[src/logic/tmt_decode.sv]
// package of shared types and constants, and the opcode decode table
package tmt_pkg;
  // ----------------------------------------------------------------
  // opcodes handled by this block
  // ----------------------------------------------------------------
  localparam logic [7:0] OPC_CTEST_LO = 8'h62; // first complement test
  localparam logic [7:0] OPC_CTEST_HI = 8'h67; // last non-extended complement test
  localparam logic [7:0] OPC_CTEST_EE = 8'h68; // complement test, ext/ext
  localparam logic [7:0] OPC_CTEST_EI = 8'h69; // complement test, ext/imm
  localparam logic [7:0] OPC_TEST_LO = 8'h72; // first plain test
  localparam logic [7:0] OPC_TEST_HI = 8'h77; // last non-extended plain test
  localparam logic [7:0] OPC_TEST_EE = 8'h78; // plain test, ext/ext
  localparam logic [7:0] OPC_TEST_EI = 8'h79; // plain test, ext/imm
  localparam logic [7:0] OPC_TRAP = 8'hf2; // software trap

  // ----------------------------------------------------------------
  // cycle counts
  // ----------------------------------------------------------------
  localparam logic [2:0] FETCH_WREG = 3'h2; // working register dst
  localparam logic [2:0] FETCH_REG = 3'h3; // register or indirect dst
  localparam logic [2:0] FETCH_EXT = 3'h4; // extended address forms
  localparam logic [2:0] EXEC_DIR = 3'h3; // direct src, or immediate src to a direct dst
  localparam logic [2:0] EXEC_IND = 3'h4; // indirect src or indirect dst
  localparam logic [2:0] FETCH_TRAP = 3'h2; // trap fetch
  localparam logic [2:0] EXEC_TRAP = 3'h6; // trap execute

  // ----------------------------------------------------------------
  // flag bit positions and stack steps
  // ----------------------------------------------------------------
  localparam int FLG_C = 7; // carry
  localparam int FLG_Z = 6; // zero
  localparam int FLG_S = 5; // sign
  localparam int FLG_V = 4; // overflow
  localparam int FLG_D = 3; // decimal adjust
  localparam int FLG_H = 2; // half carry
  localparam logic [15:0] SP_PC_DEC = 16'h0002; // room for the pc
  localparam logic [15:0] SP_FLG_DEC = 16'h0001; // room for the flags
  localparam logic [2:0] TRAP_STEP_PC = 3'h0; // push pc
  localparam logic [2:0] TRAP_STEP_FLG = 3'h1; // push flags
  localparam logic [2:0] TRAP_STEP_VEC = 3'h2; // load pc from vector

  // ----------------------------------------------------------------
  // types
  // ----------------------------------------------------------------
  typedef enum logic [2:0] {
    AM_NONE, AM_WREG, AM_IWREG, AM_REG, AM_IREG, AM_IMM, AM_EXT, AM_VEC
  } tmt_amode_t;

  typedef enum logic [1:0] {OP_NONE, OP_TEST, OP_CTEST, OP_TRAP} tmt_op_t;

  typedef enum logic [1:0] {ST_IDLE, ST_FETCH, ST_EXEC} tmt_state_t;

  // decoded instruction
  typedef struct packed {
    logic valid;
    tmt_op_t op;
    tmt_amode_t dst;
    tmt_amode_t src;
    logic [2:0] fetch;
    logic [2:0] exec;
  } tmt_dec_t;
endpackage

`timescale 1ns/1ps

// combinational opcode decoder
module tmt_decode
  import tmt_pkg::*;
(
  input wire logic [7:0] opcode,
  output tmt_dec_t dec
);
  // high nibble picks the operation, low nibble the operand pair
  always_comb begin
    dec = '0;
    if (opcode == OPC_TRAP) begin
      dec.valid = 1'b1;
      dec.op = OP_TRAP;
      dec.src = AM_VEC;
      dec.fetch = FETCH_TRAP;
      dec.exec = EXEC_TRAP;
    end else if ((opcode >= OPC_CTEST_LO && opcode <= OPC_CTEST_EI) ||
                 (opcode >= OPC_TEST_LO && opcode <= OPC_TEST_EI)) begin
      dec.valid = 1'b1;
      // 6x is the complement form, 7x the plain form
      dec.op = (opcode[7:4] == OPC_CTEST_LO[7:4]) ? OP_CTEST : OP_TEST;
      dec.exec = EXEC_DIR;
      unique case (opcode[3:0])
        4'h2: begin
          dec.dst = AM_WREG; dec.src = AM_WREG; dec.fetch = FETCH_WREG;
        end
        4'h3: begin
          dec.dst = AM_WREG; dec.src = AM_IWREG; dec.fetch = FETCH_WREG;
          dec.exec = EXEC_IND;
        end
        4'h4: begin
          dec.dst = AM_REG; dec.src = AM_REG; dec.fetch = FETCH_REG;
        end
        4'h5: begin
          dec.dst = AM_REG; dec.src = AM_IREG; dec.fetch = FETCH_REG;
          dec.exec = EXEC_IND;
        end
        4'h6: begin
          dec.dst = AM_REG; dec.src = AM_IMM; dec.fetch = FETCH_REG;
        end
        4'h7: begin
          dec.dst = AM_IREG; dec.src = AM_IMM; dec.fetch = FETCH_REG;
          dec.exec = EXEC_IND;
        end
        4'h8: begin
          dec.dst = AM_EXT; dec.src = AM_EXT; dec.fetch = FETCH_EXT;
        end
        default: begin
          dec.dst = AM_EXT; dec.src = AM_IMM; dec.fetch = FETCH_EXT;
        end
      endcase
    end
  end
endmodule

[src/logic/tmt_core.sv]
// test-under-mask and software trap decoder and sequencer
`timescale 1ns/1ps

module tmt_core
  import tmt_pkg::*;
(
  input wire logic clk,
  input wire logic nrst,
  input wire logic op_valid,
  input wire logic [7:0] opcode,
  input wire logic [7:0] dst_val,
  input wire logic [7:0] src_val,
  input wire logic [7:0] flags_in,
  input wire logic [15:0] sp_in,
  input wire logic [15:0] pc_in,
  input wire logic [15:0] vec_data,
  output logic op_ready,
  output tmt_dec_t dec_out,
  output logic busy,
  output logic done,
  output logic illegal,
  output logic flags_we,
  output logic [7:0] flags_out,
  output logic sp_we,
  output logic [15:0] sp_out,
  output logic mem_we,
  output logic mem_wide,
  output logic [15:0] mem_addr,
  output logic [15:0] mem_wdata,
  output logic pc_we,
  output logic [15:0] pc_out
);
  // ----------------------------------------------------------------
  // state
  // ----------------------------------------------------------------
  typedef struct packed {
    tmt_state_t state; // sequencer phase
    logic [2:0] cnt; // cycle within phase
    tmt_dec_t dec; // latched decode
    logic [7:0] dst; // latched destination value
    logic [7:0] src; // latched source value
    logic [7:0] flags; // latched flags
    logic [15:0] sp; // latched stack pointer
    logic [15:0] pc; // latched program counter
    logic done; // end of instruction pulse
    logic illegal; // opcode not handled here
    logic flags_we;
    logic [7:0] flags_out;
    logic sp_we;
    logic [15:0] sp_out;
    logic mem_we;
    logic mem_wide; // 16-bit store
    logic [15:0] mem_addr;
    logic [15:0] mem_wdata;
    logic pc_we;
    logic [15:0] pc_out;
  } tmt_core_st_t;

  tmt_core_st_t st_q;
  tmt_core_st_t st_d;
  tmt_dec_t dec_now; // decode of the offered opcode
  logic rst_s1_q; // reset release, first stage
  logic rst_s2_q; // reset release, usable copy
  logic accept; // opcode taken this cycle
  logic [7:0] masked; // test result, flags only

  // ----------------------------------------------------------------
  // reset release
  // ----------------------------------------------------------------
  // two-stage release of the asynchronous reset
  always_ff @(posedge clk or negedge nrst) begin
    if (!nrst) begin
      rst_s1_q <= 1'b0;
      rst_s2_q <= 1'b0;
    end else begin
      rst_s1_q <= 1'b1;
      rst_s2_q <= rst_s1_q;
    end
  end

  // ----------------------------------------------------------------
  // decode and sequencing
  // ----------------------------------------------------------------
  tmt_decode u_decode (
    .opcode(opcode),
    .dec(dec_now)
  );

  assign op_ready = (st_q.state == ST_IDLE);
  assign accept = op_ready && op_valid && dec_now.valid;

  // masked value; complement form inverts the destination first
  assign masked = ((st_q.dec.op == OP_CTEST) ? ~st_q.dst : st_q.dst) &
                  st_q.src;

  // next state
  always_comb begin
    st_d = st_q;
    // pulses last one cycle
    st_d.done = 1'b0;
    st_d.illegal = 1'b0;
    st_d.flags_we = 1'b0;
    st_d.sp_we = 1'b0;
    st_d.mem_we = 1'b0;
    st_d.pc_we = 1'b0;
    unique case (st_q.state)
      ST_IDLE: begin
        if (accept) begin
          // capture the instruction and its operands
          st_d.state = ST_FETCH;
          st_d.cnt = 3'h0;
          st_d.dec = dec_now;
          st_d.dst = dst_val;
          st_d.src = src_val;
          st_d.flags = flags_in;
          st_d.sp = sp_in;
          st_d.pc = pc_in;
        end else if (op_valid) begin
          // unknown opcode is reported and dropped
          st_d.illegal = 1'b1;
        end
      end
      ST_FETCH: begin
        // hold for the fetch cycle count
        if (st_q.cnt == st_q.dec.fetch - 3'h1) begin
          st_d.state = ST_EXEC;
          st_d.cnt = 3'h0;
        end else begin
          st_d.cnt = st_q.cnt + 3'h1;
        end
      end
      ST_EXEC: begin
        if (st_q.dec.op == OP_TRAP) begin
          // trap: pc word, then flags byte, then vector
          unique case (st_q.cnt)
            TRAP_STEP_PC: begin
              st_d.sp_we = 1'b1;
              st_d.sp_out = st_q.sp - SP_PC_DEC;
              st_d.mem_we = 1'b1;
              st_d.mem_wide = 1'b1;
              st_d.mem_addr = st_q.sp - SP_PC_DEC;
              st_d.mem_wdata = st_q.pc;
            end
            TRAP_STEP_FLG: begin
              st_d.sp_we = 1'b1;
              st_d.sp_out = st_q.sp_out - SP_FLG_DEC;
              st_d.mem_we = 1'b1;
              st_d.mem_wide = 1'b0;
              st_d.mem_addr = st_q.sp_out - SP_FLG_DEC;
              st_d.mem_wdata = {8'h00, st_q.flags};
            end
            TRAP_STEP_VEC: begin
              st_d.pc_we = 1'b1;
              st_d.pc_out = vec_data;
            end
            default: begin
              // remaining cycles are idle time; flags stay put
              st_d.pc_we = 1'b0;
            end
          endcase
        end else if (st_q.cnt == st_q.dec.exec - 3'h1) begin
          // tests update flags only, never the destination
          st_d.flags_we = 1'b1;
          st_d.flags_out = st_q.flags;
          st_d.flags_out[FLG_Z] = (masked == 8'h00);
          st_d.flags_out[FLG_S] = masked[7];
          st_d.flags_out[FLG_V] = 1'b0;
        end
        // finish after the execute cycle count
        if (st_q.cnt == st_q.dec.exec - 3'h1) begin
          st_d.state = ST_IDLE;
          st_d.done = 1'b1;
          st_d.cnt = 3'h0;
        end else begin
          st_d.cnt = st_q.cnt + 3'h1;
        end
      end
    endcase
  end

  // state register
  always_ff @(posedge clk or negedge rst_s2_q) begin
    if (!rst_s2_q) begin
      st_q <= '0;
    end else begin
      st_q <= st_d;
    end
  end

  // ----------------------------------------------------------------
  // outputs
  // ----------------------------------------------------------------
  assign dec_out = st_q.dec;
  assign busy = (st_q.state != ST_IDLE);
  assign done = st_q.done;
  assign illegal = st_q.illegal;
  assign flags_we = st_q.flags_we;
  assign flags_out = st_q.flags_out;
  assign sp_we = st_q.sp_we;
  assign sp_out = st_q.sp_out;
  assign mem_we = st_q.mem_we;
  assign mem_wide = st_q.mem_wide;
  assign mem_addr = st_q.mem_addr;
  assign mem_wdata = st_q.mem_wdata;
  assign pc_we = st_q.pc_we;
  assign pc_out = st_q.pc_out;
endmodule

[config.mk]
export PLATFORM = sky130hd
export DESIGN_NAME = tmt_core
export DESIGN_NICKNAME = d
export VERILOG_FILES = /design/src/logic/tmt_decode.sv /design/src/logic/tmt_core.sv
export SDC_FILE = /design/constraint.sdc
export NUM_CORES = 1
export LEC_CHECK = 0
export BUFFER_PORTS_ARGS = -buffer_cell sky130_fd_sc_hd__clkbuf_2
export CAP_MARGIN = 0
export CORE_MARGIN = 3
export CORE_UTILIZATION = 45
export CTS_CLUSTER_SIZE = 8
export DETAILED_ROUTE_END_ITERATION = 12
export PLACE_DENSITY = 0.79
export SLEW_MARGIN = 20
export SYNTH_ARGS = -nofsm -noshare
export SYNTH_HDL_FRONTEND = slang
export SYNTH_SLANG_ARGS = --single-unit
[constraint.sdc]
create_clock -name clk -period 7.05 [get_ports clk]
set_input_delay 0.705 -clock clk [delete_from_list [all_inputs] [get_ports clk]]
set_output_delay 0.705 -clock clk [all_outputs]
set_load 0.005 [all_outputs]
After elaboration in Yosys (flattened, before gate mapping)
Index checks and enable logic that the tools add are counted.
{ "totals": {"rom_bits": 0, "reg_bits": 156, "elab_cells": 101, "mem_count": 0, "latchBits": 0, "mem_bits_rw": 0} }
{ "classes": {"add_sub_neg": 5, "order_cmp": 4, "n_mux": 26, "shifts": 0, "n_mul": 0, "eq_ne": 20, "div_mod_pow": 0, "reduce_logical": 16, "n_bitwise": 3} }
{ "op_table": {"columns": ["operator", "count"], "rows": [
  ["case mux 51 bit (2 select lines)", 1],
  ["two-way mux 77 bit", 1],
  ["two-way mux 76 bit", 1],
  ["two-way mux 68 bit", 1],
  ["case mux 9 bit (7 select lines)", 1],
  ["two-way mux 9 bit", 3],
  ["== test 4 x 3 -> 1 bit, second input constant", 5],
  ["greater-or-equal comparator 8 x 7 -> 1 bit, second input constant", 2],
  ["<= comparator 8 x 7 -> 1 bit, second input constant", 2],
  ["two-way mux 16 bit", 1],
  ["subtractor 16 x 1 -> 16 bit, second input constant", 1],
  ["subtractor 16 x 2 -> 16 bit, second input constant", 1],
  ["two-way mux 15 bit", 1],
  ["two-way mux 3 bit", 5],
  ["case mux 5 bit (3 select lines)", 1],
  ["AND reduction 3 bit", 4],
  ["AND 8 bit", 1],
  ["== test 4 x 2 -> 1 bit, second input constant", 2],
  ["== test 8 bit, second input constant", 1],
  ["logical NOT 8 bit", 1],
  ["two-way mux 8 bit", 1],
  ["inverter 8 bit", 1],
  ["== test 2 bit, second input constant", 3],
  ["== test 3 bit", 2],
  ["other kinds (18)", 31]
]} }

Depth between registers and ports, before layout
{ "logic_depth": {"ltp_word": 8, "ltp_mapped": 9} }

By module
Synthesis repeated with hierarchy kept, for this count alone.
{ "unflattened": {"hier_cells": 640, "area_unflattened_um2": 7224.4} }
{ "modules_own_cells": {"columns": ["module", "seq_area_each_um2", "cells_each", "area_per_inst_um2", "n_inst"], "rows": [
  ["tmt_core", 3478.3, 585, 6850.3, 1],
  ["tmt_decode", 0.0, 55, 374.1, 1]
]} }

Worst setup path after synthesis
Ideal clock, no wire load.
{ "synth_path": {"kind": "input port to flip-flop", "startpoint": "in opcode[1]", "endpoint": "reg st_q[100] (netlist name)", "path_slack_ps": 4667, "t_required_ps": 6925, "arrival_ps": 2258, "cell_stages": 6, "path_cell_list": "buf_2 -> nand2b_1 -> or4_4 -> a21oi_4 -> buf_4 -> mux2_2"} }
{ "synth_between": {"elab_chain_len": 7} }
{ "synth_rtl": {"columns": ["element", "line_no", "text"], "rows": [
  ["from (decl)", "tmt_core.sv:10", "input wire logic [7:0] opcode,"],
  ["greater-or-equal comparator 8 x 7 -> 1 bit, or another cell as far along", "tmt_decode.sv:82", "end else if ((opcode >= OPC_CTEST_LO && opcode <= OPC_CTEST_EI) ||"],
  ["logical AND 1 bit, on equally long branches", "tmt_decode.sv:82, tmt_decode.sv:83", null],
  ["logical OR 1 bit", "tmt_decode.sv:82", null],
  ["two-way mux 15 bit", "tmt_decode.sv:82", null],
  ["two-way mux 3 bit *", "tmt_decode.sv:76", "if (opcode == OPC_TRAP) begin"],
  ["logical AND 1 bit *", "tmt_core.sv:90", "assign accept = op_ready && op_valid && dec_now.valid;"],
  ["AND reduction 2 bit (no line) *", null, null],
  ["to (signal assigned)", "tmt_core.sv:186", "st_q <= st_d;"],
  ["to (decl)", "tmt_core.sv:59", "tmt_core_st_t st_q;"]
]} }
Every way passes the cells marked *; elsewhere a longest branch is shown, timed or not.
A chain may end at the register's enable or synchronous reset.

Worst setup path in the final report
{ "layout_path": {"startpoint": "in opcode[3]", "endpoint": "reg st_q[133] (netlist name)"} }
The elaborated chain is that of the path after synthesis.

==> results_dict.tcl <==
set metrics [dict create \
    reg2regPathDepth 6 \
    power.density_nw_per_um2 424 \
    clk_latency_ns 0.42 \
    drc 0 \
    dieWidth_um 131 \
    syn_to_final_growth_pct 15.6 \
    rsz0062_at_grt "no" \
    yosys.area.top_type "dfrtp_1" \
    timing.fmax_mhz 330 \
    vias 4987 \
    postPlaceCellArea_um2 7460 \
    design.core.area_um2 15300 \
    min_period_ns 3.03 \
    htree_levels 4 \
    cts.path.max_buffers 2 \
    syn-cell-area_um2 7030 \
    cts_buffers 17 \
    dr.pass1.iters 5 \
    grt.overflow.total 0 \
    portBuffers 177 \
    fin_ws_ns 4.02 \
    vias_per_cell 5.24 \
    post-dp-hpwl_um 11100 \
    fin_nets 822 \
    worstSetupPathType "input pin to register" \
    drv_cap 0 \
    mostFrequentLayoutCells "177 x clkbuf_2, 138 x dfrtp_1, 71 x mux2_2, 44 x nor2_1, 36 x nand2_1" \
    gr-usage-all-layers_pct 18.3 \
    syn_nets 732 \
    end_kind "register" \
    crit_arrival_ns 3.33 \
    yosysWarnings 0 \
    critPathMaxFanout 45 \
    ys_async_sr_fraction_pct 100 \
    place_ws_ns 3.59 \
    rows 45 \
    dieArea_um2 17200 \
    rr_startpoint "st_q[153]" \
    initial_core_util_pct 46.1 \
    clock-sinks 139 \
    relSlewSlack_pct 33.3 \
    syn_area_per_cell_um2 11.0 \
    place.gp.congestion 0.849 \
    grt_max_degree 71 \
    avgRoutedWirePerCell_um 16.1 \
    grt_pass1_vias 4692 \
    die_y_um 131 \
    p_total_uw 3450 \
    skew_ns 0.0116 \
    crit_start "opcode[3]" \
    cts.reportedPaths.clkPinSlew_ns 0.06 \
    setup_viol 0 \
    synth_top_area_share_pct 49.5 \
    status "finished, final reports clean" \
    hp-class "input pin to asynchronous set/reset pin" \
    finalHoldViolCount 0 \
    synth_edf_count 0 \
    cts_tree "done" \
    holdBufCountCts 0 \
    n_antenna_cell 0 \
    postRouteAntennaNets 0 \
    root_buffer "clkbuf_16" \
    ir_drop_v 0.000231 \
    drtIter0Drc 306 \
    grt_antenna_before_repair 0 \
    design_area_um2 8120 \
    p_leak_uw 0.00394 \
    cts-resized-gates 0 \
    post-cts-setup-buffer-count 0 \
    io_pins 179 \
    yosysSeqAreaShare_pct 49.5 \
    yosysUniqueCellTypes 64 \
    synth_top_flop_cell "dfrtp_1" \
    start_kind "input pin" \
    worst_slew_pin_slew_ns 0.997 \
    drive_gt1_share_pct 40.2 \
    ys_seq_elements 139 \
    synth_cells 638 \
    drt-total-wl_um 15300 \
    setup_tns_ns 0 \
    slew_viol_final 0 \
    final_common_cell "clkbuf_2" \
    cp_data_required_time_ns 7.35 \
    grt_pass1_wl_um 24400 \
    timing.final.crit_share_pct 43.0 \
    synthTopCellsByArea "dfrtp_1 49%, mux2_2 11%, buf_4 9.9%" \
]
-- area by class of cell --
| type | count | area [um2] |
|---|---|---|
| multi-input combinational | 362 | 2700 |
| fill | 1351 | 7140 |
| timing repair buffer | 181 | 916 |
| clock inverter | 10 | 189 |
| sequential | 139 | 3480 |
| clock buffer | 22 | 474 |
| tap | 211 | 264 |
| inverter | 27 | 101 |
-- where the power goes --
group	internal [uW]	switching, uW	leakage [uW]	total (uW)
registers	1120	283	0.00175	1400
clock network	657	331	0.000321	988
logic	546	511	0.00187	1060
-- state kept, by name, summed over array words and instances (netlist names) --
name	flops
st_q	61
mem_we	1
flags_we	1
rst_s1_q	1
mem_wdata	16
dec_out	15
sp_out	16
rst_s2_q	1
flags_out	7
mem_wide	1
illegal	1
pc_we	1
done	1
pc_out	16
-- final timing paths --
path,endpoint,slack (ns)
worst max register to register,st_q[133],4.25
worst max-delay path,st_q[133],4.02
worst min-delay path,rst_s2_q,0.06
min in group clk,rst_s2_q,0.35
max in group asynchronous,st_q[104],5.22
worst min register to register,rst_s2_q,0.35
-- Yosys cell counts (all sizes together), types with 2 or more instances --
cell type    n
a21oi       18
a221o        2
a221oi      10
a22o        11
a22oi        6
a2bb2oi      3
a31oi        2
a32o         2
and3         2
buf         95
clkbuf      15
conb         2
dfrtp      139
ha          11
inv         27
mux2        71
nand2       36
nand2b      10
nand3        9
nand3b       3
nor2        44
nor2b        3
nor3        12
nor4         5
nor4b        2
o211ai       3
o21ai       33
o221ai       2
o22ai        6
o2bb2ai      4
o311ai       2
o31ai        4
o41ai        2
or2          2
or3          4
or4          3
xnor2       10
xor2         5
-- metal layers --
metal,share of wire (%),vias to the layer above,track usage (%)
met3,5.6,15,4.72
met4,1.3,0,6.53
li1,-,2357,-
met2,49,191,29.0
met5,0,-,0
met1,44,2424,24.4
-- worst max-delay path: stages --
cell and delay [ns]:
clkbuf_2 0.13, nand2b_1 0.20, or4_4 0.57, a21oi_4 0.72, buf_4 0.57, mux2_2 0.39
-- cells by family (layout without fill, tap and decap cells) --
kind of cell / after synthesis / after routing / synth area share [%]
adder cells (fa/ha/maj): 11 / 11 / 1.96
XOR/XNOR: 16 / 16 / 2.19
flip-flops: 139 / 139 / 49.5
buffers and inverters: 137 / 240 / 12.3
other: 2 / 2 / 0.107
AO/OA/AOI/OAI: 120 / 120 / 12.0
AND/OR/NAND/NOR: 141 / 141 / 10.5
multiplexers: 72 / 72 / 11.5
-- metrics by stage --
stage / hold slack [ns] / utilization (%) / instances
finish: 0.0568 / 53.2 / 952
global route: 0.0290 / 53.2 / 952
CTS: 0.0408 / 53.2 / 952
detailed placement: 0.340 / 48.9 / 920
global placement: 0.339 / 48.9 / 920
floorplan: 0.331 / - / 638
Note: power is estimated with default switching activity, not from simulation.
